==> config.mk <==
export PLATFORM = sky130hd
export DESIGN_NAME = serial_port_regs
export DESIGN_NICKNAME = d
export VERILOG_FILES = /design/src/logic/serial_port_pkg.sv /design/src/logic/serial_port_regs.sv /design/src/logic/baud_tick_gen.sv
export VERILOG_INCLUDE_DIRS = /design/src /design/src/logic
export SDC_FILE = /design/constraint.sdc
export NUM_CORES = 1
export LEC_CHECK = 0
export BUFFER_PORTS_ARGS = -buffer_cell sky130_fd_sc_hd__buf_2
export CORE_UTILIZATION = 30
export CTS_CLUSTER_SIZE = 28
export DETAILED_ROUTE_END_ITERATION = 10
export GPL_TIMING_DRIVEN = 1
export HOLD_SLACK_MARGIN = 0.12
export PLACE_DENSITY = 0.56
export SLEW_MARGIN = 25
export SYNTH_ARGS = -nofsm -noshare
export SYNTH_HDL_FRONTEND = slang
export SYNTH_SLANG_ARGS = --single-unit
==> constraint.sdc <==
create_clock -name CLK -period 10.9 [get_ports CLK]
set_input_delay 2.18 -clock CLK [delete_from_list [all_inputs] [get_ports CLK]]
set_output_delay 2.18 -clock CLK [all_outputs]
set_load 0.02 [all_outputs]
==> src/logic/serial_port_map.svh <==
// register offsets, bit positions and reset values of the serial port
`ifndef SERIAL_PORT_MAP_SVH
`define SERIAL_PORT_MAP_SVH
`define TXCS_OFFSET      8'h00
`define RXCS_OFFSET      8'h04
`define BAUDCTL_OFFSET   8'h08
`define RXDATA_OFFSET    8'h0C
`define DIVLO_OFFSET     8'h10
`define DIVHI_OFFSET     8'h14
`define TXDATA_OFFSET    8'h18
// transmit control/status bits
`define TX_CLOCK_SOURCE_SELECT_BIT      7
`define TX_NINE_BIT      6
`define TX_EN_BIT        5
`define TX_SYNC_BIT      4
`define TX_BREAK_BIT     3
`define TX_HS_BIT        2
`define TX_EMPTY_BIT     1
`define TX_D9_BIT        0
// receive control/status bits
`define RX_PEN_BIT       7
`define RX_NINE_BIT      6
`define RX_SINGLE_RECEIVE_ENABLE_BIT      5
`define RX_CONTINUOUS_RECEIVE_ENABLE_BIT      4
`define RX_ADDR_BIT      3
`define RX_FRAMING_ERROR_FLAG_BIT      2
`define RX_OVERRUN_ERROR_FLAG_BIT      1
`define RX_D9_BIT        0
// baud control bits
`define BC_OVF_BIT       7
`define BC_IDLE_BIT      6
`define BC_POL_BIT       4
`define BC_WIDE_BIT      3
`define BC_WAKE_BIT      1
`define BC_ABD_BIT       0
`define BC_WRITE_MASK    8'h1B
`define TXCS_RESET       8'h02
`define RXCS_RESET       8'h00
`define BAUDCTL_RESET    8'h40
`endif

==> src/logic/serial_port_pkg.sv <==
// types shared by the serial port register block
package serial_port_pkg;
   typedef enum logic [3:0]
   {
      RX_IDLE  = 4'h1,
      RX_START = 4'h2,
      RX_DATA  = 4'h4,
      RX_STOP  = 4'h8
   } rx_state_t;
endpackage

==> src/logic/serial_port_regs.sv <==
// serial port control and status registers with simple serial engine
// How it works
// - sync mode: clock source bit set makes us clock master, else slave
// - tx nine-bit select picks nine or eight data bits per character
// - mode bit selects synchronous when set, asynchronous when clear
// - async break request sends break next; hardware clears when done
// - high-speed select picks x16 vs x64 oversampling in async only
// - shift empty status reads 1 when shifter idle; resets to 1
// - tx ninth data supplies the ninth transmitted bit
// - sync mode: any receive enable overrides transmit enable
// - port enable connects pins; clear holds the receive and transmit engines in reset
// - single receive never starts the receiver; in sync master it self-clears when a character is stored
// - continuous receive enables receiver in async mode only; in sync it overrides single
// - nine-bit async with address detect keeps only bit-8-set characters
// - framing flag follows the top unread character
// - overrun flag set on overflow; cleared by clearing continuous receive
// - rx ninth data shows ninth received bit; parity left to software
// - autobaud overflow reads 1 after autobaud timer overflowed
// - receive idle reads 0 from start detect to character end
// - polarity inverts async tx data; selects sync clock edge
// - wide generator select picks 16-bit or 8-bit baud generator
// - wake-up waits for falling edge, sets receive flag, self-clears
// - autobaud enable measures a character; self-clears when done
//
// Chosen here: the address map and the AXI4-Lite register port.
`timescale 1ns/1ps
`include "serial_port_map.svh"
module serial_port_regs
(
   // clock and reset
   input  wire logic        CLK,
   input  wire logic        RESET,
   // axi4-lite write address and data
   input  wire logic        AWVALID,
   output logic             AWREADY,
   input  wire logic [7:0]  AWADDR,
   input  wire logic        WVALID,
   output logic             WREADY,
   input  wire logic [31:0] WDATA,
   input  wire logic [3:0]  WSTRB,
   // axi4-lite write response
   output logic             BVALID,
   input  wire logic        BREADY,
   output logic [1:0]       BRESP,
   // axi4-lite read
   input  wire logic        ARVALID,
   output logic             ARREADY,
   input  wire logic [7:0]  ARADDR,
   output logic             RVALID,
   input  wire logic        RREADY,
   output logic [31:0]      RDATA,
   output logic [1:0]       RRESP,
   // serial pins
   input  wire logic        RXD_IN,
   output logic             RXD_OUT,
   output logic             RXD_OE,
   input  wire logic        TXC_IN,
   output logic             TXC_OUT,
   output logic             TXC_OE,
   // receive interrupt flag level
   output logic             RX_FLAG
);
   typedef struct packed
   {
      logic [7:0]  txcs;
      logic [7:0]  rxcs_ctl;
      logic [7:0]  bcon;
      logic [15:0] div;
      logic        aw_got;
      logic [7:0]  aw_addr;
      logic        w_got;
      logic [7:0]  w_data;
      logic        w_lane;
      logic        bvalid;
      logic        bok;
      logic        rvalid;
      logic [31:0] rdata;
      logic        rok;
      logic [1:0]  sync_rx;
      logic [1:0]  sync_cl;
      logic        rx_prev;
      serial_port_pkg::rx_state_t rst;
      logic [5:0]  sub;
      logic [3:0]  bitn;
      logic [8:0]  shreg;
      logic [8:0]  fifo0;
      logic [8:0]  fifo1;
      logic        fe0;
      logic        fe1;
      logic [1:0]  cnt;
      logic        overrun_error_flag;
      logic        tx_busy;
      logic [11:0] tx_sh;
      logic [3:0]  tx_left;
      logic [5:0]  tx_sub;
      logic        tx_brk;
      logic [15:0] abd_cnt;
      logic        abd_ovf;
      logic        abd_run;
      logic [2:0]  abd_edges;
      logic        wake_flag;
      logic        sclk;
   } state_t;
   state_t s_q;
   state_t s_d;
   logic tick;
   logic div_wr;
   logic rxd;
   logic wr_fire;
   logic rd_fire;
   logic [7:0] rxcs_rd;
   logic [7:0] bc_rd;
   logic [7:0] rd_val;
   logic rd_hit;
   logic [5:0] osr;
   logic fall;
   logic nine_rx;
   logic sync_mode;
   logic pen;

   // --------------------------------------------------------------
   // baud generator
   // --------------------------------------------------------------
   // generator width select
   baud_tick_gen u_baud
   (
      .CLK     (CLK),
      .RESET   (RESET),
      .clear   (div_wr | ~pen),
      .wide    (s_q.bcon[`BC_WIDE_BIT]),
      .divisor (s_q.div),
      .tick    (tick)
   );

   // --------------------------------------------------------------
   // bus handshakes and read mux
   // --------------------------------------------------------------
   assign AWREADY = ~s_q.aw_got & ~s_q.bvalid;
   assign WREADY  = ~s_q.w_got & ~s_q.bvalid;
   assign ARREADY = ~s_q.rvalid;
   assign BVALID  = s_q.bvalid;
   assign BRESP   = s_q.bok ? 2'h0 : 2'h2;
   assign RVALID  = s_q.rvalid;
   assign RDATA   = s_q.rdata;
   assign RRESP   = s_q.rok ? 2'h0 : 2'h2;
   assign RX_FLAG = (s_q.cnt != 2'h0) | s_q.wake_flag;
   assign wr_fire = s_q.aw_got & s_q.w_got;
   assign rd_fire = ARVALID & ~s_q.rvalid;
   assign sync_mode = s_q.txcs[`TX_SYNC_BIT];
   assign pen = s_q.rxcs_ctl[`RX_PEN_BIT];
   assign nine_rx = s_q.rxcs_ctl[`RX_NINE_BIT];
   assign rxd = s_q.sync_rx[1];
   assign fall = s_q.rx_prev & ~rxd;
   assign div_wr = wr_fire & s_q.w_lane
                 & (s_q.aw_addr == `DIVLO_OFFSET || s_q.aw_addr == `DIVHI_OFFSET);
   assign osr = s_q.txcs[`TX_HS_BIT] ? 6'd15 : 6'd63;
   // framing and ninth-bit status from top of fifo
   assign rxcs_rd = {s_q.rxcs_ctl[7:3], s_q.fe0, s_q.overrun_error_flag, s_q.fifo0[8]};
   // baud control read with zeros in unused bits
   assign bc_rd = {s_q.abd_ovf, (s_q.rst == serial_port_pkg::RX_IDLE), 1'b0,
                   s_q.bcon[4:3], 1'b0, s_q.bcon[1:0]};

   // read value decode
   always_comb
   begin
      rd_hit = 1'b1;
      case (ARADDR)
         `TXCS_OFFSET:    rd_val = s_q.txcs;
         `RXCS_OFFSET:    rd_val = rxcs_rd;
         `BAUDCTL_OFFSET: rd_val = bc_rd;
         `RXDATA_OFFSET:  rd_val = s_q.fifo0[7:0];
         `DIVLO_OFFSET:   rd_val = s_q.div[7:0];
         `DIVHI_OFFSET:   rd_val = s_q.div[15:8];
         `TXDATA_OFFSET:  rd_val = 8'h00;
         default:
         begin
            rd_val = 8'h00;
            rd_hit = 1'b0;
         end
      endcase
   end

   // --------------------------------------------------------------
   // next state
   // --------------------------------------------------------------
   always_comb
   begin
      s_d = s_q;
      s_d.sync_rx = {s_q.sync_rx[0], RXD_IN};
      s_d.sync_cl = {s_q.sync_cl[0], TXC_IN};
      s_d.rx_prev = rxd;
      // bus capture
      if (AWVALID & AWREADY)
      begin
         s_d.aw_got = 1'b1;
         s_d.aw_addr = AWADDR;
      end
      if (WVALID & WREADY)
      begin
         s_d.w_got = 1'b1;
         s_d.w_data = WDATA[7:0];
         s_d.w_lane = WSTRB[0];
      end
      if (s_q.bvalid & BREADY)
      begin
         s_d.bvalid = 1'b0;
      end
      if (s_q.rvalid & RREADY)
      begin
         s_d.rvalid = 1'b0;
      end
      if (rd_fire)
      begin
         s_d.rvalid = 1'b1;
         s_d.rok = rd_hit;
         s_d.rdata = {24'h000000, rd_val};
         // reading data pops the fifo
         if (ARADDR == `RXDATA_OFFSET && s_q.cnt != 2'h0)
         begin
            s_d.fifo0 = s_q.fifo1;
            s_d.fe0 = s_q.fe1;
            s_d.cnt = s_q.cnt - 2'h1;
         end
      end
      // only writable bits accept software writes
      if (wr_fire)
      begin
         s_d.aw_got = 1'b0;
         s_d.w_got = 1'b0;
         s_d.bvalid = 1'b1;
         s_d.bok = 1'b1;
         if (s_q.w_lane)
         begin
            case (s_q.aw_addr)
               `TXCS_OFFSET:    s_d.txcs = {s_q.w_data[7:2], s_q.txcs[1], s_q.w_data[0]};
               `RXCS_OFFSET:    s_d.rxcs_ctl = {s_q.w_data[7:3], 3'h0};
               `BAUDCTL_OFFSET: s_d.bcon = s_q.w_data & `BC_WRITE_MASK;
               `DIVLO_OFFSET:   s_d.div[7:0] = s_q.w_data;
               `DIVHI_OFFSET:   s_d.div[15:8] = s_q.w_data;
               `TXDATA_OFFSET:
               begin
                  // receive enables win in sync mode
                  if (s_q.txcs[`TX_EN_BIT] & ~s_q.tx_busy & pen
                      & ~(sync_mode & (s_q.rxcs_ctl[5] | s_q.rxcs_ctl[4])))
                  begin
                     s_d.tx_busy = 1'b1;
                     s_d.tx_brk = s_q.txcs[`TX_BREAK_BIT] & ~sync_mode;
                     // frame carries the ninth data bit only when nine-bit is set, else a stop bit
                     s_d.tx_sh = {2'b11, s_q.txcs[`TX_NINE_BIT] ? s_q.txcs[0] : 1'b1,
                                  s_q.w_data, 1'b0};
                     s_d.tx_left = s_q.txcs[`TX_NINE_BIT] ? 4'd11 : 4'd10;
                     s_d.tx_sub = 6'd0;
                  end
               end
               default: s_d.bok = 1'b0;
            endcase
         end
      end
      if (~s_d.rxcs_ctl[`RX_CONTINUOUS_RECEIVE_ENABLE_BIT])
      begin
         s_d.overrun_error_flag = 1'b0;
      end
      s_d.txcs[`TX_EMPTY_BIT] = ~s_d.tx_busy;
      // transmitter shifting
      if (s_q.tx_busy & tick)
      begin
         s_d.tx_sub = s_q.tx_sub + 6'd1;
         if (s_q.tx_sub >= (sync_mode ? 6'd0 : osr))
         begin
            s_d.tx_sub = 6'd0;
            s_d.tx_sh = {1'b1, s_q.tx_sh[11:1]};
            s_d.tx_left = s_q.tx_left - 4'd1;
            if (s_q.tx_left == 4'd1)
            begin
               s_d.tx_busy = 1'b0;
               if (s_q.tx_brk)
               begin
                  s_d.txcs[`TX_BREAK_BIT] = 1'b0;
               end
               s_d.tx_brk = 1'b0;
               s_d.txcs[`TX_EMPTY_BIT] = 1'b1;
            end
         end
      end
      // sync master toggles its clock on baud ticks
      if (tick & sync_mode & s_q.txcs[`TX_CLOCK_SOURCE_SELECT_BIT])
      begin
         s_d.sclk = ~s_q.sclk;
      end
      // wake-up on falling edge, no character taken
      if (s_q.bcon[`BC_WAKE_BIT] & ~sync_mode)
      begin
         if (fall)
         begin
            s_d.wake_flag = 1'b1;
            s_d.bcon[`BC_WAKE_BIT] = 1'b0;
         end
      end
      else if (s_q.wake_flag & rd_fire)
      begin
         s_d.wake_flag = 1'b0;
      end
      // autobaud counts five falling edges of a sync character
      if (s_q.bcon[`BC_ABD_BIT] & ~sync_mode)
      begin
         if (fall)
         begin
            s_d.abd_edges = s_q.abd_edges + 3'd1;
            s_d.abd_run = 1'b1;
            if (s_q.abd_edges == 3'd4)
            begin
               s_d.div = s_q.abd_cnt >> 4;
               s_d.bcon[`BC_ABD_BIT] = 1'b0;
               s_d.abd_run = 1'b0;
               s_d.abd_edges = 3'd0;
            end
         end
         if (s_q.abd_run)
         begin
            s_d.abd_cnt = s_q.abd_cnt + 16'h0001;
            if (s_q.abd_cnt == 16'hFFFF)
            begin
               s_d.abd_ovf = 1'b1;
            end
         end
      end
      else
      begin
         s_d.abd_cnt = 16'h0000;
         s_d.abd_run = 1'b0;
         s_d.abd_edges = 3'd0;
      end
      // --------------------------------------------------------------
      // receiver
      // --------------------------------------------------------------
      case (s_q.rst)
         serial_port_pkg::RX_IDLE:
         begin
            // enable: continuous receive only, and only in async mode
            if (fall & s_q.rxcs_ctl[`RX_CONTINUOUS_RECEIVE_ENABLE_BIT] & ~s_q.overrun_error_flag & ~sync_mode
                & ~s_q.bcon[`BC_WAKE_BIT] & ~s_q.bcon[`BC_ABD_BIT])
            begin
               s_d.rst = serial_port_pkg::RX_START;
               s_d.sub = 6'd0;
            end
         end
         serial_port_pkg::RX_START:
         begin
            if (tick)
            begin
               s_d.sub = s_q.sub + 6'd1;
               if (s_q.sub == (osr >> 1))
               begin
                  s_d.sub = 6'd0;
                  s_d.bitn = 4'd0;
                  s_d.rst = rxd ? serial_port_pkg::RX_IDLE : serial_port_pkg::RX_DATA;
               end
            end
         end
         serial_port_pkg::RX_DATA:
         begin
            if (tick)
            begin
               s_d.sub = s_q.sub + 6'd1;
               if (s_q.sub == osr)
               begin
                  s_d.sub = 6'd0;
                  s_d.shreg = nine_rx ? {rxd, s_q.shreg[8:1]} : {1'b0, rxd, s_q.shreg[7:1]};
                  s_d.bitn = s_q.bitn + 4'd1;
                  if (s_q.bitn == (nine_rx ? 4'd8 : 4'd7))
                  begin
                     s_d.rst = serial_port_pkg::RX_STOP;
                  end
               end
            end
         end
         serial_port_pkg::RX_STOP:
         begin
            if (tick & (s_q.sub == osr))
            begin
               s_d.rst = serial_port_pkg::RX_IDLE;
               if (~(nine_rx & s_q.rxcs_ctl[`RX_ADDR_BIT] & ~s_q.shreg[8]))
               begin
                  if (s_d.cnt == 2'h2)
                  begin
                     s_d.overrun_error_flag = 1'b1;
                  end
                  else if (s_d.cnt == 2'h0)
                  begin
                     // store frame error and ninth bit
                     s_d.fifo0 = s_q.shreg;
                     s_d.fe0 = ~rxd;
                     s_d.cnt = 2'h1;
                  end
                  else
                  begin
                     s_d.fifo1 = s_q.shreg;
                     s_d.fe1 = ~rxd;
                     s_d.cnt = 2'h2;
                  end
               end
            end
            else if (tick)
            begin
               s_d.sub = s_q.sub + 6'd1;
            end
         end
         default: s_d.rst = serial_port_pkg::RX_IDLE;
      endcase
      // single receive self-clears in sync master
      if (sync_mode & s_q.txcs[`TX_CLOCK_SOURCE_SELECT_BIT] & s_q.rxcs_ctl[`RX_SINGLE_RECEIVE_ENABLE_BIT]
          & ~s_q.rxcs_ctl[`RX_CONTINUOUS_RECEIVE_ENABLE_BIT] & (s_q.cnt != s_d.cnt) & (s_d.cnt != 2'h0))
      begin
         s_d.rxcs_ctl[`RX_SINGLE_RECEIVE_ENABLE_BIT] = 1'b0;
      end
      // port disabled holds engine in reset
      if (~s_d.rxcs_ctl[`RX_PEN_BIT])
      begin
         s_d.rst = serial_port_pkg::RX_IDLE;
         s_d.cnt = 2'h0;
         s_d.fe0 = 1'b0;
         s_d.overrun_error_flag = 1'b0;
         s_d.tx_busy = 1'b0;
         s_d.txcs[`TX_EMPTY_BIT] = 1'b1;
         s_d.wake_flag = 1'b0;
      end
   end

   // --------------------------------------------------------------
   // pin drive
   // --------------------------------------------------------------
   // polarity: async data inversion, sync idle clock level
   assign TXC_OUT = sync_mode ? (s_q.sclk ^ ~s_q.bcon[`BC_POL_BIT])
                  : ((s_q.tx_brk ? 1'b0 : s_q.tx_sh[0]) ^ s_q.bcon[`BC_POL_BIT]);
   // pins owned only when enabled; clock driven as master
   assign TXC_OE  = pen & (~sync_mode | s_q.txcs[`TX_CLOCK_SOURCE_SELECT_BIT]);
   assign RXD_OUT = s_q.tx_sh[0];
   assign RXD_OE  = pen & sync_mode & s_q.tx_busy;

   // state register
   always_ff @(posedge CLK or posedge RESET)
   begin
      if (RESET)
      begin
         s_q <= '0;
         s_q.txcs <= `TXCS_RESET;
         s_q.bcon <= 8'h00;
         s_q.rst <= serial_port_pkg::RX_IDLE;
         s_q.tx_sh <= 12'hFFF;
         s_q.sync_rx <= 2'h3;
         s_q.rx_prev <= 1'b1;
      end
      else
      begin
         s_q <= s_d;
      end
   end
endmodule // serial_port_regs

==> src/logic/baud_tick_gen.sv <==
// baud generator: free running divider with 8- or 16-bit reload
`timescale 1ns/1ps
module baud_tick_gen
(
   // clock and reset
   input  wire logic        CLK,
   input  wire logic        RESET,
   // control
   input  wire logic        clear,
   input  wire logic        wide,
   input  wire logic [15:0] divisor,
   // output
   output logic             tick
);
   typedef struct packed
   {
      logic [15:0] cnt;
   } bstate_t;
   bstate_t s_q;
   bstate_t s_d;
   logic [15:0] limit;

   // next count and one-cycle tick at terminal count
   always_comb
   begin
      limit = wide ? divisor : {8'h00, divisor[7:0]};
      s_d = s_q;
      tick = 1'b0;
      if (clear)
      begin
         s_d.cnt = 16'h0000;
      end
      else if (s_q.cnt >= limit)
      begin
         s_d.cnt = 16'h0000;
         tick = 1'b1;
      end
      else
      begin
         s_d.cnt = s_q.cnt + 16'h0001;
      end
   end

   // state register
   always_ff @(posedge CLK or posedge RESET)
   begin
      if (RESET)
      begin
         s_q <= '0;
      end
      else
      begin
         s_q <= s_d;
      end
   end
endmodule // baud_tick_gen

## Word-level counts from Yosys, hierarchy flattened

Cells that the tools add are included.

| word-level totals | value |
|---|---|
| bits in registers | 176 |
| logic and storage cells | 289 |
| memory bits (writable) | 0 |
| latch bits | 0 |
| memories kept | 0 |
| bits in read-only memories | 0 |

| operators by class | value |
|---|---|
| equal/unequal tests | 41 |
| multiply operators | 0 |
| $add $sub $neg | 8 |
| bitwise logic cells | 64 |
| div/mod/pow operators | 0 |
| muxes and demuxes | 98 |
| shift-type cells | 0 |
| order comparisons | 2 |
| reduce and logical (&&, ||, !) cells | 34 |

Operators with widths:

| kind | number |
|---|---|
| $mux W24 | 6 |
| $mux W23 | 5 |
| $mux W17 | 4 |
| $mux W16 | 4 |
| $mux W9 | 6 |
| $eq A8 B5 Y1 const B | 6 |
| $pmux W8 S6 | 1 |
| $and A1 B1 Y1 | 38 |
| $mux W1 | 37 |
| $mux W37 | 1 |
| $mux W36 | 1 |
| $mux W4 | 9 |
| $mux W34 | 1 |
| $add A16 B1 Y16 const B | 2 |
| $mux W14 | 2 |
| $reduce_bool A2 Y1 | 14 |
| $eq A8 B4 Y1 const B | 3 |
| $mux W6 | 4 |
| $mux W8 | 3 |
| $pmux W6 S4 | 1 |
| $mux W22 | 1 |
| $ne A3 B3 Y1 const B | 7 |
| $mux W10 | 2 |
| $not A1 Y1 | 20 |
| 43 further kinds | 69 |

## Longest topological paths before layout

| depth | value |
|---|---|
| depth in word-level cells | 15 |
| gate-level depth with buffers | 12 |
| mapped depth without buffers | 9 |

## Modules after synthesis

Synthesis repeated with hierarchy kept, for this count alone.

| unflattened totals | value |
|---|---|
| cells, all modules | 943 |
| area total of the unflattened synthesis | 9696.8 µm² |

Modules (own cells, without submodules):

| module | cells each | times used | area each (µm²) | sequential area each (µm²) |
|---|---|---|---|---|
| serial_port_regs | 803 | 1 | 8421.8 | 4025.1 |
| baud_tick_gen | 140 | 1 | 1275.0 | 400.4 |

## Least setup slack after synthesis

Ideal clock, no wire load.

| timing path | value |
|---|---|
| path kind | input to register |
| start | input ARADDR[1] |
| end | register s_q[52] in the netlist's numbering |
| data required time | 10775 ps |
| data arrival time | 3945 ps |
| cell stages on the path | 8 |
| path slack | 6829 ps |
| setup time | 125 ps |
| cell sequence | nor3_2 nand4_1 or4b_1 clkbuf_1 nor2_1 o21ba_4 buf_6 mux2_4 |

| between the ends | value |
|---|---|
| cells in the longest elaborated chain, start to end | 7 |
| elaborated cells on any way between the ends | 9 |

RTL lines:

| what | line | source |
|---|---|---|
| from (decl) | serial_port_regs.sv:48 | `input wire logic [7:0] ARADDR,` |
| $eq A8 B4 Y1 * | - |  |
| $logic_and A1 B1 Y1 * | serial_port_regs.sv:218 | `` if (ARADDR == `RXDATA_OFFSET && s_q.cnt != 2'h0) `` |
| $mux W2 * | serial_port_regs.sv:218 |  |
| $mux W2 * | serial_port_regs.sv:212 | `if (rd_fire)` |
| $eq A2 B2 Y1 / $logic_not A2 Y1 (equally long branches) | serial_port_regs.sv:384, serial_port_regs.sv:388 |  |
| $not A1 Y1 (no line) | - |  |
| $reduce_and A5 Y1 (no line) * | - |  |
| to (decl) | serial_port_regs.sv:104 | `state_t s_q;` |

Mark *: on every way between the ends. The rest lies on a longest branch, timed or not.
A chain may end at the register's enable or synchronous reset.

## Final worst setup path

| timing path | value |
|---|---|
| start | register s_q[189] in the netlist's numbering |
| end | output TXC_OUT |

| between the ends | value |
|---|---|
| cells in the longest elaborated chain, start to end | 1 |

RTL lines:

| what | line | source |
|---|---|---|
| $mux W1 | serial_port_regs.sv:433 | `` assign TXC_OUT = sync_mode ? (s_q.sclk ^ ~s_q.bcon[`BC_POL_BIT]) `` |
| to (decl) | serial_port_regs.sv:58 | `output logic TXC_OUT,` |

No other way between the ends.

==> impl_metrics.py <==
metrics = {
    "place": {
        "routabilityCongestion": 0.825,
        "dpl.hpwl_um": 15600,
        "io_buffers": 52,
        "placed_cells": 1346,
    },
    "timing": {
        "setup_viol": 0,
        "clock.fmax_ghz": 0.236,
        "hold_slack_ns": 0.357,
        "final.min_clock_period_ns": 4.24,
        "tightest_slew_ns": 0.963,
        "drv_slew": 0,
        "rsz0062_at_grt": "no",
        "relSlewSlack_pct": 35.6,
        "final-hold-violation-count": 0,
        "period_share_pct": 38.9,
        "finalSetupTns_ns": 0,
        "clock_skew_ns": 0.0117,
    },
    "global_route": {
        "grt-ovfl-total": 0,
        "track_usage_pct": 14.4,
        "grt_max_degree": 63,
        "antenna_found_initial": 0,
        "grt_pass1_vias": 6503,
        "grt_pass1_wl_um": 35500,
    },
    "hold_path": {
        "hold-path-cell-count": 0,
        "hold_path_class": "flip-flop to flip-flop",
    },
    "synthesis": {
        "yosysTopAreaCellShare_pct": 42.8,
        "synth_cell_types": 69,
        "ys_seq_elements": 176,
        "synth_area_leader_cell": "dfrtp_1",
        "ys_warn_count": 0,
        "synth_top_flop_cell": "dfrtp_1",
        "synth_edf_count": 0,
        "yosysMostFrequentCell": "dfrtp_1",
        "ys_seq_area_share_pct": 47.6,
        "synth_area_leaders": "dfrtp_1, dfstp_2, nand2_1",
        "async_reset_ff_share_pct": 100,
        "synth_area_mm2": 0.00929,
        "synthTopCellsByCount": "dfrtp_1, nand2_1, nor2_1",
        "avgSynthCellArea_um2": 9.91,
        "synth_cells": 938,
    },
    "final_layout": {
        "regArea_mm2": 0.00443,
        "diodes": 0,
        "instances_no_fill": 1378,
        "n_fill_cell": 3081,
        "drive_gt1_share_pct": 17.8,
        "nets": 1062,
        "area_growth_pct": 11.4,
        "multiInputGateArea_mm2": 0.00440,
    },
    "drt": {
        "viasPerCell": 4.90,
        "ant_nets": 0,
        "wire_per_inst_um": 15.7,
        "first_pass_iters": 5,
        "drt_iter0_markers": 399,
        "wirelength_um": 21600,
        "drc": 0,
        "vias": 6755,
    },
    "power_and_ir_drop": {
        "p_total_w": 0.00161,
        "powerDensity_mw_per_mm2": 155,
        "leakagePower_nw": 4.61,
        "ir_drop_uv": 102,
    },
    "floorplanning": {
        "dieArea_mm2": 0.0317,
        "coreArea_mm2": 0.0305,
        "fp.dieW_um": 178,
        "rows": 64,
        "start_util_pct": 30.5,
        "die_h_um": 178,
        "ios": 107,
    },
    "clock_network": {
        "cts_tree": "built",
        "cts_resized": 0,
        "clk_pin_slew_ns": 0.07,
        "insertion_delay_ns": 0.43,
        "root_buffer": "clkbuf_16",
        "postCtsHoldBufs": 0,
        "numCtsBuffers": 17,
        "cts.sinks": 176,
        "post_cts_buffers": 0,
        "cts_buffer_depth": 2,
        "htree_levels": 4,
    },
    "setup_path": {
        "required_ns": 8.72,
        "crit_fanout": 13,
        "worstSetupPathType": "flip-flop to output pin",
        "start_kind": "flip-flop",
        "worstSetupEndpointType": "output pin",
        "cp.arrival_ns": 2.06,
        "r2r_cells": 9,
    },
    "outcome": {
        "outcome": "finished clean",
    },
    "flow_run": {
        "drv_cap": 0,
    },
}
## registers in the layout, summed over array words and instances (netlist names)
signal,flops
u_baud.s_q,16
rxcs_rd,6
rxd,1
bc_rd,5
nine_rx,1
s_d,1
s_q,134
RXD_OUT,1
pen,1
BVALID,1
RDATA,8
RVALID,1
## cell usage in the layout, fill, tap and decap left out, types with 5 or more instances in the layout
cell type,count
a31oi_1,22
or3_1,6
nor3_1,9
and4_1,5
mux2i_1,24
dfrtp_1,159
xnor2_1,13
nor2b_1,6
clkbuf_16,17
a22o_1,7
nand3_1,32
mux2_2,35
buf_4,6
dfstp_2,17
o31ai_1,5
nand2b_1,7
conb_1,26
inv_1,38
nand3b_1,5
nand4_1,12
buf_2,52
o211ai_1,6
mux4_2,6
ha_1,32
and3_1,14
a21o_1,5
mux2_4,10
inv_6,5
nor2_1,107
nand2_1,118
o21ai_0,50
xor2_1,17
a21oi_1,41
## through the flow
| step | utilization [%] | worst slack [ns] | instance area, um2 |
|---|---|---|---|
| after detailed placement | 32.0 | 6.25 | 9770 |
| after CTS | 33.9 | 6.64 | 10300 |
| final | 33.9 | 6.66 | 10400 |
| after global placement | 32.0 | 6.24 | 9760 |
| after global routing | 33.9 | 6.54 | 10400 |
| after floorplan | - | 3.97 | 9390 |
## logic make-up after synthesis
family	Yosys count	share of synthesized area, %
other	1	0.0404
multiplexers	76	10.0
adder cells (fa/ha/maj)	32	4.31
flip-flops	176	47.6
AND/OR/NAND/NOR	344	17.3
XOR/XNOR	30	2.83
AO/OA/AOI/OAI	169	11.7
buffers and inverters	110	6.22
## layout make-up
class	instances	area share (%)
clock buffers	18	4.24
clock inverters	14	1.38
inverters	39	1.46
multi-input cells	677	42.4
flip-flops and latches	176	42.7
well taps	396	4.78
repair buffers	58	2.95
## report_power, final
part | switching (W) | internal [W]
clock | 0.000293 | 0.000311
combinational | 0.000119 | 0.0000918
sequential | 0.0000816 | 0.000709
total | 0.000493 | 0.00111
## worst max-delay path: stages, from the launching register on
cell and delay [ns]:
dfrtp_1 0.66, inv_1 0.29, o22a_1 0.28, xnor2_1 0.19
buf_2 0.20
## path summary, 6_finish.rpt
path / startpoint / slack [ns] / end
worst min register to register: s_d[97] / 0.36 / rxd
worst max-delay path: s_q[189] / 6.66 / TXC_OUT
worst min-delay path: s_d[97] / 0.36 / rxd
min in group asynchronous: RESET / 1.77 / s_q[134]
worst max register to register: bc_rd[3] / 7.36 / s_q[188]
max in group asynchronous: RESET / 7.93 / u_baud.s_q[5]
## layer usage
| layer | part of all wire, % | global-route usage (%) | routed length [um] | vias to the layer above |
|---|---|---|---|---|
| met1 | 50 | 20.9 | 10800 | 3297 |
| met5 | 0 | 0 | 0 | - |
| li1 | - | - | - | 3286 |
| met2 | 44 | 21.6 | 9560 | 149 |
| met3 | 4.2 | 2.73 | 905 | 23 |
| met4 | 1.7 | 4.49 | 369 | 0 |
No activity file was read; power rests on OpenSTA's default activity.
